`config.mk`:
```
export PLATFORM = sky130hd
export DESIGN_NAME = tw_slave
export DESIGN_NICKNAME = d
export VERILOG_FILES = /design/src/rtl/tw_pkg.sv /design/src/rtl/tw_slave.sv /design/src/rtl/tw_sync.sv
export SDC_FILE = /design/constraint.sdc
export NUM_CORES = 1
export LEC_CHECK = 0
export ABC_AREA = 1
export BUFFER_PORTS_ARGS = -buffer_cell sky130_fd_sc_hd__clkbuf_2
export CORE_AREA = 5 5 114 116
export CTS_CLUSTER_DIAMETER = 150
export DETAILED_ROUTE_END_ITERATION = 6
export DIE_AREA = 0 0 119 121
export PLACE_DENSITY = 0.79
export SYNTH_ARGS = -nofsm -noshare
export SYNTH_HDL_FRONTEND = slang
export SYNTH_SLANG_ARGS = --single-unit
```
`constraint.sdc`:
```
create_clock -name clk -period 2.5 [get_ports clk]
set_input_delay 0.5 -clock clk [delete_from_list [all_inputs] [get_ports clk]]
set_output_delay 0.5 -clock clk [all_outputs]
set_load 0.01 [all_outputs]
```
`src/rtl/tw_pkg.sv`:
```
// What this block does
// - control byte upper nibble must match type code
// - next three bits select one of eight
// - select bits kept in nonvolatile image
// - last control bit: one reads, zero writes
// - acknowledge control only on type and select match
// - write: control, acked command, then data bytes
// - read: command, repeated start, control with read
// - command 01 accesses divider register
// - command 02 accesses output mux register
// - command 0D accesses bus configuration register
// - commit bit clear: commit after every write command
// - commit bit set: commit only on 3F or a bus configuration write
// - bus configuration write always commits everything
// - bus byte: bit3 commit, 2..0 select, rest zero
// - nack everything while nonvolatile write runs
// - divider ten bits, divisor is value plus two
// - reject programming during power-down
package tw_pkg;

  localparam logic [7:0] CMD_DIV         = 8'h01;
  localparam logic [7:0] CMD_MUX         = 8'h02;
  localparam logic [7:0] CMD_BUS         = 8'h0D;
  localparam logic [7:0] CMD_COMMIT      = 8'h3F;

  localparam int         BUS_WC_BIT      = 3;
  localparam int         BUS_SEL_LSB     = 0;
  localparam logic [7:0] BUS_KEEP_MASK   = 8'h0F;
  localparam int         DIV_VAL_LSB     = 6;
  localparam logic [10:0] DIV_OFFSET     = 11'h002;

  localparam logic [15:0] DIV_RST        = 16'h0000;
  localparam logic [15:0] MUX_RST        = 16'h0000;
  localparam logic [7:0]  BUS_RST        = 8'h00;

  // nonvolatile write duration in clk cycles
  localparam int         NV_WRITE_CYCLES = 200;

  typedef struct packed {
    logic [15:0] divider_value;
    logic [15:0] output_mux_config;
    logic [7:0]  bus_address_config;
  } tw_regs_s;

  typedef enum logic [4:0] {
    ST_IDLE = 5'b00001,
    ST_RX   = 5'b00010,
    ST_ACK  = 5'b00100,
    ST_TX   = 5'b01000,
    ST_MACK = 5'b10000
  } tw_state_e;

  typedef enum logic [2:0] {
    PH_CTRL = 3'b001,
    PH_CMD  = 3'b010,
    PH_DATA = 3'b100
  } tw_phase_e;

endpackage

```
`src/rtl/tw_slave.sv`:
```
`timescale 1ns/10ps
module tw_slave #(
  parameter logic [3:0] TYPE_CODE       = 4'h5, // arbitrary value
  parameter int         NV_WRITE_CYCLES = tw_pkg::NV_WRITE_CYCLES
) (
  // clock and reset
  input  wire logic            clk,
  input  wire logic            reset,
  // serial pins
  input  wire logic            scl_i,
  input  wire logic            sda_i,
  output logic                 sda_o,
  output logic                 sda_oe,
  // device state
  input  wire logic            power_down,
  // register views
  output tw_pkg::tw_regs_s     regs,
  output tw_pkg::tw_regs_s     nv_image,
  output logic                 nv_busy,
  output logic      [10:0]     divisor
);
  logic              scl_s, sda_s, pd_s, scl_q, sda_q;
  tw_pkg::tw_state_e st_r;
  tw_pkg::tw_phase_e phase_r;
  logic [3:0]        cnt_r;
  logic [7:0]        rx_r, cmd_r, tx_r;
  logic [1:0]        idx_r;
  logic              rw_r, ack_r, mnack_r, wrote_r;
  logic [15:0]       busy_cnt_r;
  logic              scl_rise, scl_fall, start_c, stop_c, byte_end, blocked;
  logic              ctrl_match, wr_stb, commit_end, commit_cmd, commit_bus, commit;
  logic [7:0]        rd_byte;

  tw_sync #(.WIDTH(3), .INIT(3'b110)) u_sync (
    .clk   (clk),
    .reset (reset),
    .d     ({scl_i, sda_i, power_down}),
    .q     ({scl_s, sda_s, pd_s})
  );

  always_ff @(posedge clk) begin
    if (reset) begin
      scl_q <= 1'b1;
      sda_q <= 1'b1;
    end else begin
      scl_q <= scl_s;
      sda_q <= sda_s;
    end
  end

  assign scl_rise   = scl_s && !scl_q;
  assign scl_fall   = !scl_s && scl_q;
  assign start_c    = scl_s && scl_q && sda_q && !sda_s;
  assign stop_c     = scl_s && scl_q && !sda_q && sda_s;
  assign byte_end   = scl_fall && st_r == tw_pkg::ST_RX && cnt_r == 4'h8;
  assign blocked    = nv_busy || pd_s;
  assign ctrl_match = rx_r[7:4] == TYPE_CODE &&
                      rx_r[3:1] == regs.bus_address_config[2:0];
  assign wr_stb     = byte_end && phase_r == tw_pkg::PH_DATA && !blocked;
  assign commit_bus = wr_stb && cmd_r == tw_pkg::CMD_BUS;
  assign commit_cmd = byte_end && phase_r == tw_pkg::PH_CMD && !blocked &&
                      rx_r == tw_pkg::CMD_COMMIT;
  assign commit_end = (start_c || stop_c) && wrote_r && !nv_busy &&
                      !regs.bus_address_config[tw_pkg::BUS_WC_BIT];
  assign commit     = commit_bus || commit_cmd || commit_end;

  // read data, high byte first
  always_comb begin
    rd_byte = 8'h00;
    unique case (cmd_r)
      tw_pkg::CMD_DIV: rd_byte = idx_r == 2'h0 ? regs.divider_value[15:8] :
                                 regs.divider_value[7:0];
      tw_pkg::CMD_MUX: rd_byte = idx_r == 2'h0 ? regs.output_mux_config[15:8] :
                                 regs.output_mux_config[7:0];
      tw_pkg::CMD_BUS: rd_byte = regs.bus_address_config;
      default:         rd_byte = 8'h00;
    endcase
  end

  // protocol sequencing
  always_ff @(posedge clk) begin
    if (reset) begin
      st_r    <= tw_pkg::ST_IDLE;
      phase_r <= tw_pkg::PH_CTRL;
      cnt_r   <= 4'h0;
      rx_r    <= 8'h00;
      tx_r    <= 8'hFF;
      rw_r    <= 1'b0;
      ack_r   <= 1'b0;
      mnack_r <= 1'b0;
    end else if (stop_c) begin
      st_r <= tw_pkg::ST_IDLE;
    end else if (start_c) begin
      st_r    <= tw_pkg::ST_RX;
      phase_r <= tw_pkg::PH_CTRL;
      cnt_r   <= 4'h0;
      ack_r   <= 1'b0;
    end else begin
      unique case (st_r)
        tw_pkg::ST_IDLE: begin
          cnt_r <= 4'h0;
        end
        tw_pkg::ST_RX: begin
          if (scl_rise && cnt_r != 4'h8) begin
            rx_r  <= {rx_r[6:0], sda_s};
            cnt_r <= cnt_r + 4'h1;
          end else if (byte_end) begin
            st_r <= tw_pkg::ST_ACK;
            if (phase_r == tw_pkg::PH_CTRL) begin
              ack_r <= ctrl_match && !blocked;
              rw_r  <= rx_r[0];
            end else begin
              ack_r <= !blocked;
            end
          end
        end
        tw_pkg::ST_ACK: begin
          if (scl_fall) begin
            cnt_r <= 4'h0;
            if (!ack_r) begin
              st_r <= tw_pkg::ST_IDLE;
            end else if (phase_r == tw_pkg::PH_CTRL && rw_r) begin
              st_r <= tw_pkg::ST_TX;
              tx_r <= rd_byte;
            end else begin
              st_r    <= tw_pkg::ST_RX;
              phase_r <= phase_r == tw_pkg::PH_CTRL ? tw_pkg::PH_CMD : tw_pkg::PH_DATA;
            end
          end
        end
        tw_pkg::ST_TX: begin
          if (scl_fall) begin
            if (cnt_r == 4'h7) begin
              st_r <= tw_pkg::ST_MACK;
            end else begin
              tx_r  <= {tx_r[6:0], 1'b1};
              cnt_r <= cnt_r + 4'h1;
            end
          end
        end
        tw_pkg::ST_MACK: begin
          if (scl_rise) begin
            mnack_r <= sda_s;
          end else if (scl_fall) begin
            cnt_r <= 4'h0;
            if (mnack_r) begin
              st_r <= tw_pkg::ST_IDLE;
            end else begin
              st_r <= tw_pkg::ST_TX;
              tx_r <= rd_byte;
            end
          end
        end
      endcase
    end
  end

  // command byte and byte index
  always_ff @(posedge clk) begin
    if (reset) begin
      cmd_r <= 8'h00;
      idx_r <= 2'h0;
    end else if (byte_end && phase_r == tw_pkg::PH_CMD && !blocked) begin
      cmd_r <= rx_r;
      idx_r <= 2'h0;
    end else if (wr_stb || (st_r == tw_pkg::ST_TX && scl_fall && cnt_r == 4'h7)) begin
      idx_r <= idx_r == 2'h3 ? idx_r : idx_r + 2'h1;
    end
  end

  // working registers
  always_ff @(posedge clk) begin
    if (reset) begin
      regs.divider_value      <= tw_pkg::DIV_RST;
      regs.output_mux_config  <= tw_pkg::MUX_RST;
      regs.bus_address_config <= tw_pkg::BUS_RST;
    end else if (wr_stb) begin
      unique case (cmd_r)
        tw_pkg::CMD_DIV: begin
          if (idx_r == 2'h0) regs.divider_value[15:8] <= rx_r;
          if (idx_r == 2'h1) regs.divider_value[7:0]  <= rx_r;
        end
        tw_pkg::CMD_MUX: begin
          if (idx_r == 2'h0) regs.output_mux_config[15:8] <= rx_r;
          if (idx_r == 2'h1) regs.output_mux_config[7:0]  <= rx_r;
        end
        tw_pkg::CMD_BUS: begin
          if (idx_r == 2'h0) regs.bus_address_config <= rx_r & tw_pkg::BUS_KEEP_MASK;
        end
        default: begin
        end
      endcase
    end
  end

  // pending write that awaits auto commit
  always_ff @(posedge clk) begin
    if (reset) begin
      wrote_r <= 1'b0;
    end else if (wr_stb) begin
      wrote_r <= 1'b1;
    end else if (start_c || stop_c) begin
      wrote_r <= 1'b0;
    end
  end

  // nonvolatile image and write timer
  always_ff @(posedge clk) begin
    if (reset) begin
      nv_image.divider_value      <= tw_pkg::DIV_RST;
      nv_image.output_mux_config  <= tw_pkg::MUX_RST;
      nv_image.bus_address_config <= tw_pkg::BUS_RST;
      busy_cnt_r                  <= 16'h0000;
    end else if (commit && !nv_busy) begin
      nv_image   <= regs;
      busy_cnt_r <= 16'(NV_WRITE_CYCLES);
      if (commit_bus && idx_r == 2'h0) begin
        nv_image.bus_address_config <= rx_r & tw_pkg::BUS_KEEP_MASK;
      end
    end else if (busy_cnt_r != 16'h0000) begin
      busy_cnt_r <= busy_cnt_r - 16'h0001;
    end
  end

  assign nv_busy = busy_cnt_r != 16'h0000;
  assign divisor = {1'b0, regs.divider_value[15:tw_pkg::DIV_VAL_LSB]} + tw_pkg::DIV_OFFSET;
  assign sda_o   = 1'b0;
  assign sda_oe  = (st_r == tw_pkg::ST_ACK && ack_r) || (st_r == tw_pkg::ST_TX && !tx_r[7]);

  tw_pkg::tw_state_e st_prev_r;
  always_ff @(posedge clk) st_prev_r <= reset ? tw_pkg::ST_IDLE : st_r;

  property p_ack_match;
    @(posedge clk) disable iff (reset)
      byte_end && phase_r == tw_pkg::PH_CTRL && !ctrl_match |=> !ack_r && !sda_oe;
  endproperty
  a_ack_match: assert property (p_ack_match) else $error("control byte acked without match");

  property p_busy_nack;
    @(posedge clk) disable iff (reset)
      st_r == tw_pkg::ST_ACK && st_prev_r != tw_pkg::ST_ACK && $past(nv_busy) |-> !ack_r;
  endproperty
  a_busy_nack: assert property (p_busy_nack) else $error("ack given during nv write");

  property p_pd_nack;
    @(posedge clk) disable iff (reset)
      st_r == tw_pkg::ST_ACK && st_prev_r != tw_pkg::ST_ACK && $past(pd_s) |-> !sda_oe;
  endproperty
  a_pd_nack: assert property (p_pd_nack) else $error("ack given during power-down");

  property p_read_dir;
    @(posedge clk) disable iff (reset)
      st_r == tw_pkg::ST_TX && $past(st_r) == tw_pkg::ST_ACK |-> rw_r && phase_r == tw_pkg::PH_CTRL;
  endproperty
  a_read_dir: assert property (p_read_dir) else $error("transmit without read request");

  property p_div_hi;
    @(posedge clk) disable iff (reset)
      wr_stb && cmd_r == tw_pkg::CMD_DIV && idx_r == 2'h0 |=> regs.divider_value[15:8] == $past(rx_r);
  endproperty
  a_div_hi: assert property (p_div_hi) else $error("divider high byte not stored");

  property p_mux_lo;
    @(posedge clk) disable iff (reset)
      wr_stb && cmd_r == tw_pkg::CMD_MUX && idx_r == 2'h1 |=> regs.output_mux_config[7:0] == $past(rx_r);
  endproperty
  a_mux_lo: assert property (p_mux_lo) else $error("mux low byte not stored");

  property p_bus_rsvd;
    @(posedge clk) disable iff (reset)
      regs.bus_address_config[7:4] == 4'h0;
  endproperty
  a_bus_rsvd: assert property (p_bus_rsvd) else $error("reserved bus bits set");

  property p_bus_commit;
    @(posedge clk) disable iff (reset)
      commit_bus && !nv_busy |=> nv_busy && nv_image == regs;
  endproperty
  a_bus_commit: assert property (p_bus_commit) else $error("bus write did not commit");

  property p_wc_gate;
    @(posedge clk) disable iff (reset)
      !nv_busy && regs.bus_address_config[tw_pkg::BUS_WC_BIT] && !commit_cmd && !commit_bus |=> !nv_busy;
  endproperty
  a_wc_gate: assert property (p_wc_gate) else $error("commit without command while gated");

  property p_auto_commit;
    @(posedge clk) disable iff (reset)
      commit_end |=> nv_busy && nv_image == $past(regs);
  endproperty
  a_auto_commit: assert property (p_auto_commit) else $error("no auto commit at end of command");

  property p_divisor;
    @(posedge clk) disable iff (reset)
      regs.divider_value[15:6] == 10'h3FF |-> divisor == 11'h401;
  endproperty
  a_divisor: assert property (p_divisor) else $error("divisor offset wrong");
endmodule

```
`src/rtl/tw_sync.sv`:
```
`timescale 1ns/10ps
module tw_sync #(
  parameter int          WIDTH = 1,
  parameter logic [WIDTH-1:0] INIT = '1
) (
  // clock and reset
  input  wire logic             clk,
  input  wire logic             reset,
  // async in, synced out
  input  wire logic [WIDTH-1:0] d,
  output logic      [WIDTH-1:0] q
);
  logic [WIDTH-1:0] meta_r;

  always_ff @(posedge clk) begin
    if (reset) begin
      meta_r <= INIT;
      q      <= INIT;
    end else begin
      meta_r <= d;
      q      <= meta_r;
    end
  end
endmodule

```
## Word level (Yosys, flattened, before mapping)

Index checks and enable logic that the tools add are counted.

| word-level totals | value |
|---|---|
| word-level logic and storage cells | 195 |
| input bits | 5 |
| bits in registers | 142 |

| cells by class | value |
|---|---|
| bitwise gates (word level) | 4 |
| reductions and logical operators | 73 |
| multiplexer cells | 47 |
| equality and inequality tests | 41 |
| $add $sub $neg | 4 |

Operators with widths:

| kind | number |
|---|---|
| 2-to-1 mux 8 bit | 12 |
| one-hot mux 8 bit (3 select lines) | 2 |
| 2-to-1 mux 4 bit | 10 |
| 2-to-1 mux 5 bit | 7 |
| logical AND 1 bit | 28 |
| inequality test 2 bit (second input constant) | 12 |
| inequality test 3 bit (second input constant) | 7 |
| one-hot mux 4 bit (5 select lines) | 1 |
| one-hot mux 5 bit (4 select lines) | 1 |
| 2-to-1 mux 3 bit | 6 |
| AND reduction 8 bit | 2 |
| nonzero test 16 bit | 1 |
| subtractor 16 x 1 -> 16 bit (second input constant) | 1 |
| AND reduction 3 bit | 5 |
| nonzero test 2 bit | 7 |
| AND reduction 4 bit | 3 |
| adder 10 x 2 -> 11 bit (second input constant) | 1 |
| AND reduction 11 bit | 1 |
| AND reduction 5 bit | 2 |
| == test 4 x 3 -> 1 bit (second input constant) | 2 |
| == test 8 x 1 -> 1 bit (second input constant) | 1 |
| == test 8 x 2 -> 1 bit (second input constant) | 1 |
| == test 8 x 4 -> 1 bit (second input constant) | 1 |
| == test 8 x 6 -> 1 bit (second input constant) | 1 |
| other kinds (30) | 54 |

## Depth between registers and ports, before layout

| depth | value |
|---|---|
| word-level depth | 11 |
| gate-level depth with buffers | 15 |
| mapped depth without buffers | 14 |

## Cells and area by module

A second synthesis with hierarchy kept.

| unflattened totals | value |
|---|---|
| cells, all modules | 930 |
| area total of the unflattened synthesis | 6,646.4 um2 |

By module, submodules not included:

| module | sequential area each (um2) | cells each | area each (um2) | instances |
|---|---|---|---|---|
| tw_slave | 2,642.5 | 911 | 6,477.5 | 1 |
| tw_sync | 120.1 | 19 | 168.9 | 1 |

## Worst setup path after synthesis

No wires, ideal clock.

| timing | value |
|---|---|
| path type | flip-flop to output port |
| start point | register regs[32] (netlist name) |
| end point | output divisor[9] |
| setup slack | 0.694 ns |
| stages on the path, launching flop included | 6 |
| arrival | 1.306 ns |
| cell sequence | dfxtp_1 > ha_1 > nand2_1 > nor3_1 > nand3_1 > xor2_1 |

| on the way | value |
|---|---|
| cells in the longest elaborated chain, start to end | 1 |

RTL lines:

| item | RTL line | text |
|---|---|---|
| start: declaration | tw_slave.sv:17 | `output tw_pkg::tw_regs_s regs,` |
| adder 10 x 2 -> 11 bit | tw_slave.sv:226 | `assign divisor = {1'b0, regs.divider_value[15:tw_pkg::DIV_VAL_LSB]} + tw_pkg::DIV_OFFSET;` |
| end: declaration | tw_slave.sv:20 | `output logic [10:0] divisor` |

Every way passes these cells.

## Final worst setup path

Ends and elaborated chain as after synthesis.

==> run_summary.xml <==
<?xml version="1.0" encoding="UTF-8"?>
<metrics>
  <group name="status">
    <metric name="run_status" unit="">finished, final reports clean</metric>
  </group>
  <group name="timing">
    <metric name="hold_viol" unit="">0</metric>
    <metric name="slew_headroom" unit="%">60.2</metric>
    <metric name="setup_total_negative_slack" unit="ns">0</metric>
    <metric name="timing.final.setup_violations" unit="">0</metric>
    <metric name="fin_crit" unit="ns">2.30</metric>
    <metric name="holdWs" unit="ns">0.259</metric>
    <metric name="final-max-slew-violation-count" unit="">0</metric>
    <metric name="finalClockSkew" unit="ns">0.00926</metric>
    <metric name="grt_setup_unrepaired" unit="">false</metric>
    <metric name="max_freq" unit="GHz">0.435</metric>
    <metric name="tightest_slew" unit="ns">0.595</metric>
    <metric name="min_period_over_period" unit="%">92.0</metric>
  </group>
  <group name="clock_network">
    <metric name="clock_tree.htree_level_count" unit="">4</metric>
    <metric name="cts_inserted_buffers" unit="">17</metric>
    <metric name="cts.reportedPaths.clkPinSlew" unit="ns">0.06</metric>
    <metric name="cts.hold.buffers_added" unit="">0</metric>
    <metric name="cts.sinks" unit="">138</metric>
    <metric name="cts_root_buf" unit="">sky130_fd_sc_hd__clkbuf_16</metric>
    <metric name="clk_path_buf_depth" unit="">2</metric>
    <metric name="clock_tree_from_tritoncts" unit="">done</metric>
    <metric name="cts_post_setup_buffers_inserted" unit="">0</metric>
    <metric name="worst_skew_pair.late_latency" unit="ns">0.42</metric>
  </group>
  <group name="worst_setup_path">
    <metric name="timing.critical_path.to_type" unit="">output port</metric>
    <metric name="worst_ep_required_time" unit="ns">2.00</metric>
    <metric name="crit_chain" unit="">ha_1, nand2_1, nor3_2, nand3_1, xor2_1, clkbuf_2</metric>
    <metric name="critical_path.max_stage_delay" unit="ns">0.42</metric>
    <metric name="worst_setup_path_start_kind" unit="">register</metric>
    <metric name="setup.worst_path.class" unit="">reg2out</metric>
    <metric name="worstPathMaxFanout" unit="">6</metric>
    <metric name="crit_path_top_delay_cell" unit="">sky130_fd_sc_hd__dfxtp_2</metric>
    <metric name="critPathArrivalTime" unit="ns">1.80</metric>
    <metric name="rr_startpoint" unit="">busy_cnt_r[0]</metric>
    <metric name="timing.critical_path.from" unit="">regs[32]</metric>
  </group>
  <group name="grt">
    <metric name="grt_first_pass_wirelength" unit="um">28000</metric>
    <metric name="grt_overflow_total" unit="">0</metric>
    <metric name="number_of_antenna_violations_at_the_first_check_in_global_routing" unit="">0</metric>
    <metric name="grt_max_degree" unit="">87</metric>
    <metric name="grt_util_all_layers" unit="%">24.2</metric>
    <metric name="grt_util_met2" unit="%">40.4</metric>
    <metric name="top_usage_layer" unit="">met2</metric>
    <metric name="use_met3" unit="%">4.90</metric>
    <metric name="use_met1" unit="%">30.4</metric>
    <metric name="first_global_vias" unit="">5674</metric>
  </group>
  <group name="min_path">
    <metric name="worst_hold_class" unit="">in2reg</metric>
    <metric name="worst_hold_startpoint" unit="">scl_i</metric>
  </group>
  <group name="placement">
    <metric name="post_dp_cell_area" unit="mm^2">0.00712</metric>
    <metric name="detailed_place_hpwl" unit="um">12500</metric>
    <metric name="gp_routability_congestion" unit="">0.899</metric>
    <metric name="numPlacedInstances" unit="">1147</metric>
    <metric name="placement.io_buffers" unit="">89</metric>
  </group>
  <group name="cells_and_area">
    <metric name="n_antenna_cell" unit="">0</metric>
    <metric name="fin_nets" unit="">1032</metric>
    <metric name="multi_input_area" unit="mm^2">0.00326</metric>
    <metric name="post_route_cells_drive_above_1_share" unit="%">17.8</metric>
    <metric name="fill_cells" unit="">1073</metric>
    <metric name="synthToLayoutAreaGrowth" unit="%">16.9</metric>
    <metric name="ff_latch_area" unit="mm^2">0.00276</metric>
    <metric name="post-route-cell-area" unit="mm^2">0.00772</metric>
    <metric name="instances_no_fill" unit="">1177</metric>
  </group>
  <group name="die">
    <metric name="die_width" unit="um">119</metric>
    <metric name="coreArea" unit="mm^2">0.0118</metric>
    <metric name="chipHeight" unit="um">121</metric>
    <metric name="start_util" unit="%">55.9</metric>
    <metric name="die_area" unit="mm^2">0.0144</metric>
    <metric name="core.rowCount" unit="">40</metric>
    <metric name="pin_count" unit="">99</metric>
  </group>
  <group name="synthesis">
    <metric name="post_synth_inst_count" unit="">933</metric>
    <metric name="ys_dominant_reg_cell" unit="">sky130_fd_sc_hd__dfxtp_1</metric>
    <metric name="synth_edf_count" unit="">0</metric>
    <metric name="area_of_the_mapped_netlist" unit="mm^2">0.00661</metric>
    <metric name="synth-seq-cells" unit="">138</metric>
    <metric name="ys.warnings.count" unit="">0</metric>
    <metric name="yosysUniqueCellTypes" unit="">43</metric>
    <metric name="post_synth.cell_area_avg" unit="um^2">7.08</metric>
    <metric name="synthArstFlopShare" unit="%">0</metric>
    <metric name="seq_total_area_yosys" unit="%">41.8</metric>
  </group>
  <group name="pwr">
    <metric name="power_leakage" unit="uW">0.00375</metric>
    <metric name="cellPowerDensity" unit="mW/mm^2">782</metric>
    <metric name="ir_drop" unit="mV">0.473</metric>
    <metric name="totalPowerFinal" unit="uW">6040</metric>
  </group>
  <group name="routing">
    <metric name="routed_via_density" unit="">5.27</metric>
    <metric name="dr.pass1.iters" unit="">5</metric>
    <metric name="via_count" unit="">6204</metric>
    <metric name="drt-total-wl" unit="um">17400</metric>
    <metric name="dr.first_iter.drc_count" unit="">606</metric>
    <metric name="wire_per_inst" unit="um">14.8</metric>
    <metric name="drt.antenna.violating_nets" unit="">0</metric>
    <metric name="drc_markers" unit="">0</metric>
  </group>
  <group name="flow_run">
    <metric name="drv.max_cap_violation_count" unit="">0</metric>
  </group>
</metrics>
worst max-delay path: cells and delay by family (launching register included):
family / cells / cell delay, ns
buf+inv: 1 / 0.15
flops: 1 / 0.42
xor+xnor: 1 / 0.15
simple gates: 3 / 0.45
fa+ha+maj: 1 / 0.21
power breakdown:
part	switching, uW	internal [uW]	total (uW)
Combinational	724	408	1130
Clock	934	1540	2470
Sequential	121	2320	2440
Total	1780	4260	6040
what timing repair did:
item,CTS,global route
pin swaps,0,0
gates cloned,0,0
gates resized for setup,1,2
setup endpoints to repair,1,2
worst paths after layout:
check / endpoint / slack (ns) / depth (start not counted)
worst max-delay path: divisor[9] / 0.20 / 6
worst min-delay path: u_sync.meta_r[2] / 0.26 / 2
worst max register to register: nv_image[0] / 0.36 / 9
worst min register to register: u_sync.q[2] / 0.41 / 1
flip-flops by register name (all words and copies together), names as in the netlist, 3 cells and up:
register,count
cnt_r,4
regs,36
u_sync.meta_r,3
busy_cnt_r,16
cmd_r,8
u_sync.q,3
st_r,5
rx_r,8
tx_r,8
nv_image,36
phase_r,3
layout by cell type, fill, tap and decap left out, types with 2 or more instances in the layout:
cell	netlist	layout
sky130_fd_sc_hd__clkbuf_16	0	17
sky130_fd_sc_hd__clkbuf_8	0	3
sky130_fd_sc_hd__o22ai_1	2	2
sky130_fd_sc_hd__conb_1	1	9
sky130_fd_sc_hd__nor2_1	133	133
sky130_fd_sc_hd__o21ai_0	51	51
sky130_fd_sc_hd__nand2_2	5	5
sky130_fd_sc_hd__clkbuf_2	0	89
sky130_fd_sc_hd__nor3_1	12	11
sky130_fd_sc_hd__or2_2	5	5
sky130_fd_sc_hd__clkinvlp_4	0	2
sky130_fd_sc_hd__inv_2	4	5
sky130_fd_sc_hd__nor3_2	2	3
sky130_fd_sc_hd__inv_6	0	2
sky130_fd_sc_hd__ha_1	8	8
sky130_fd_sc_hd__o21ai_1	4	4
sky130_fd_sc_hd__a21oi_1	68	68
sky130_fd_sc_hd__buf_12	0	2
sky130_fd_sc_hd__inv_1	88	87
sky130_fd_sc_hd__bufinv_16	0	2
sky130_fd_sc_hd__nand2_1	244	244
sky130_fd_sc_hd__nor2_8	2	2
sky130_fd_sc_hd__nand4_2	3	3
sky130_fd_sc_hd__nor2_4	5	5
sky130_fd_sc_hd__nor2_2	7	7
sky130_fd_sc_hd__nand3_4	2	2
sky130_fd_sc_hd__xor2_1	18	18
sky130_fd_sc_hd__buf_4	16	12
sky130_fd_sc_hd__nand3_2	6	7
sky130_fd_sc_hd__xnor2_1	5	5
sky130_fd_sc_hd__nand4_1	25	25
sky130_fd_sc_hd__nand2_4	3	3
sky130_fd_sc_hd__dfxtp_1	138	137
sky130_fd_sc_hd__clkinv_2	0	3
sky130_fd_sc_hd__nand3_1	36	35
area by class of cell:
class | count | area share (%)
Timing Repair Buffer | 103 | 7.46
Tap cell | 147 | 2.38
Inverter | 94 | 4.60
Multi-Input combinational cell | 665 | 42.2
Clock inverter | 10 | 1.51
Sequential cell | 138 | 35.8
Clock buffer | 20 | 6.05
logic make-up after synthesis:
family	count (synthesis)	share of synthesized area, %
XOR/XNOR	23	3.05
AND/OR/NAND/NOR	494	33.9
AO/OA/AOI/OAI	131	10.2
adder cells (fa/ha/maj)	8	1.52
buffers and inverters	138	9.47
other	1	0.0568
flip-flops	138	41.8
metal layers:
layer | routed length [um] | part of all wire [%]
met4 | 485 | 2.8
met2 | 8350 | 48
met3 | 971 | 5.6
met1 | 7580 | 44
met5 | 0 | 0
per-stage QoR:
step                utilization (%)  worst slack [ns]
floorplan                         -             0.694
global placement               60.3             0.443
detailed placement             60.3             0.379
CTS                            65.3            0.0833
global route                   65.3            0.0767
finish                         65.3             0.200
Yosys cell counts, drive strengths merged, types with 2 or more instances:
| library cell | number | share of area [%] |
|---|---|---|
| nand3 | 44 | 4.2 |
| inv | 93 | 5.3 |
| xor2 | 18 | 2.4 |
| clkbuf | 15 | 0.85 |
| nor3 | 15 | 1.5 |
| o22ai | 2 | 0.19 |
| buf | 29 | 3.2 |
| o21ai | 55 | 4.2 |
| a21oi | 68 | 5.2 |
| or2 | 6 | 0.57 |
| nand4 | 28 | 2.9 |
| dfxtp | 138 | 42 |
| nor2 | 147 | 9.7 |
| xnor2 | 5 | 0.66 |
| nand2 | 252 | 15 |
| ha | 8 | 1.5 |
Power figures use the tool's default switching activity.
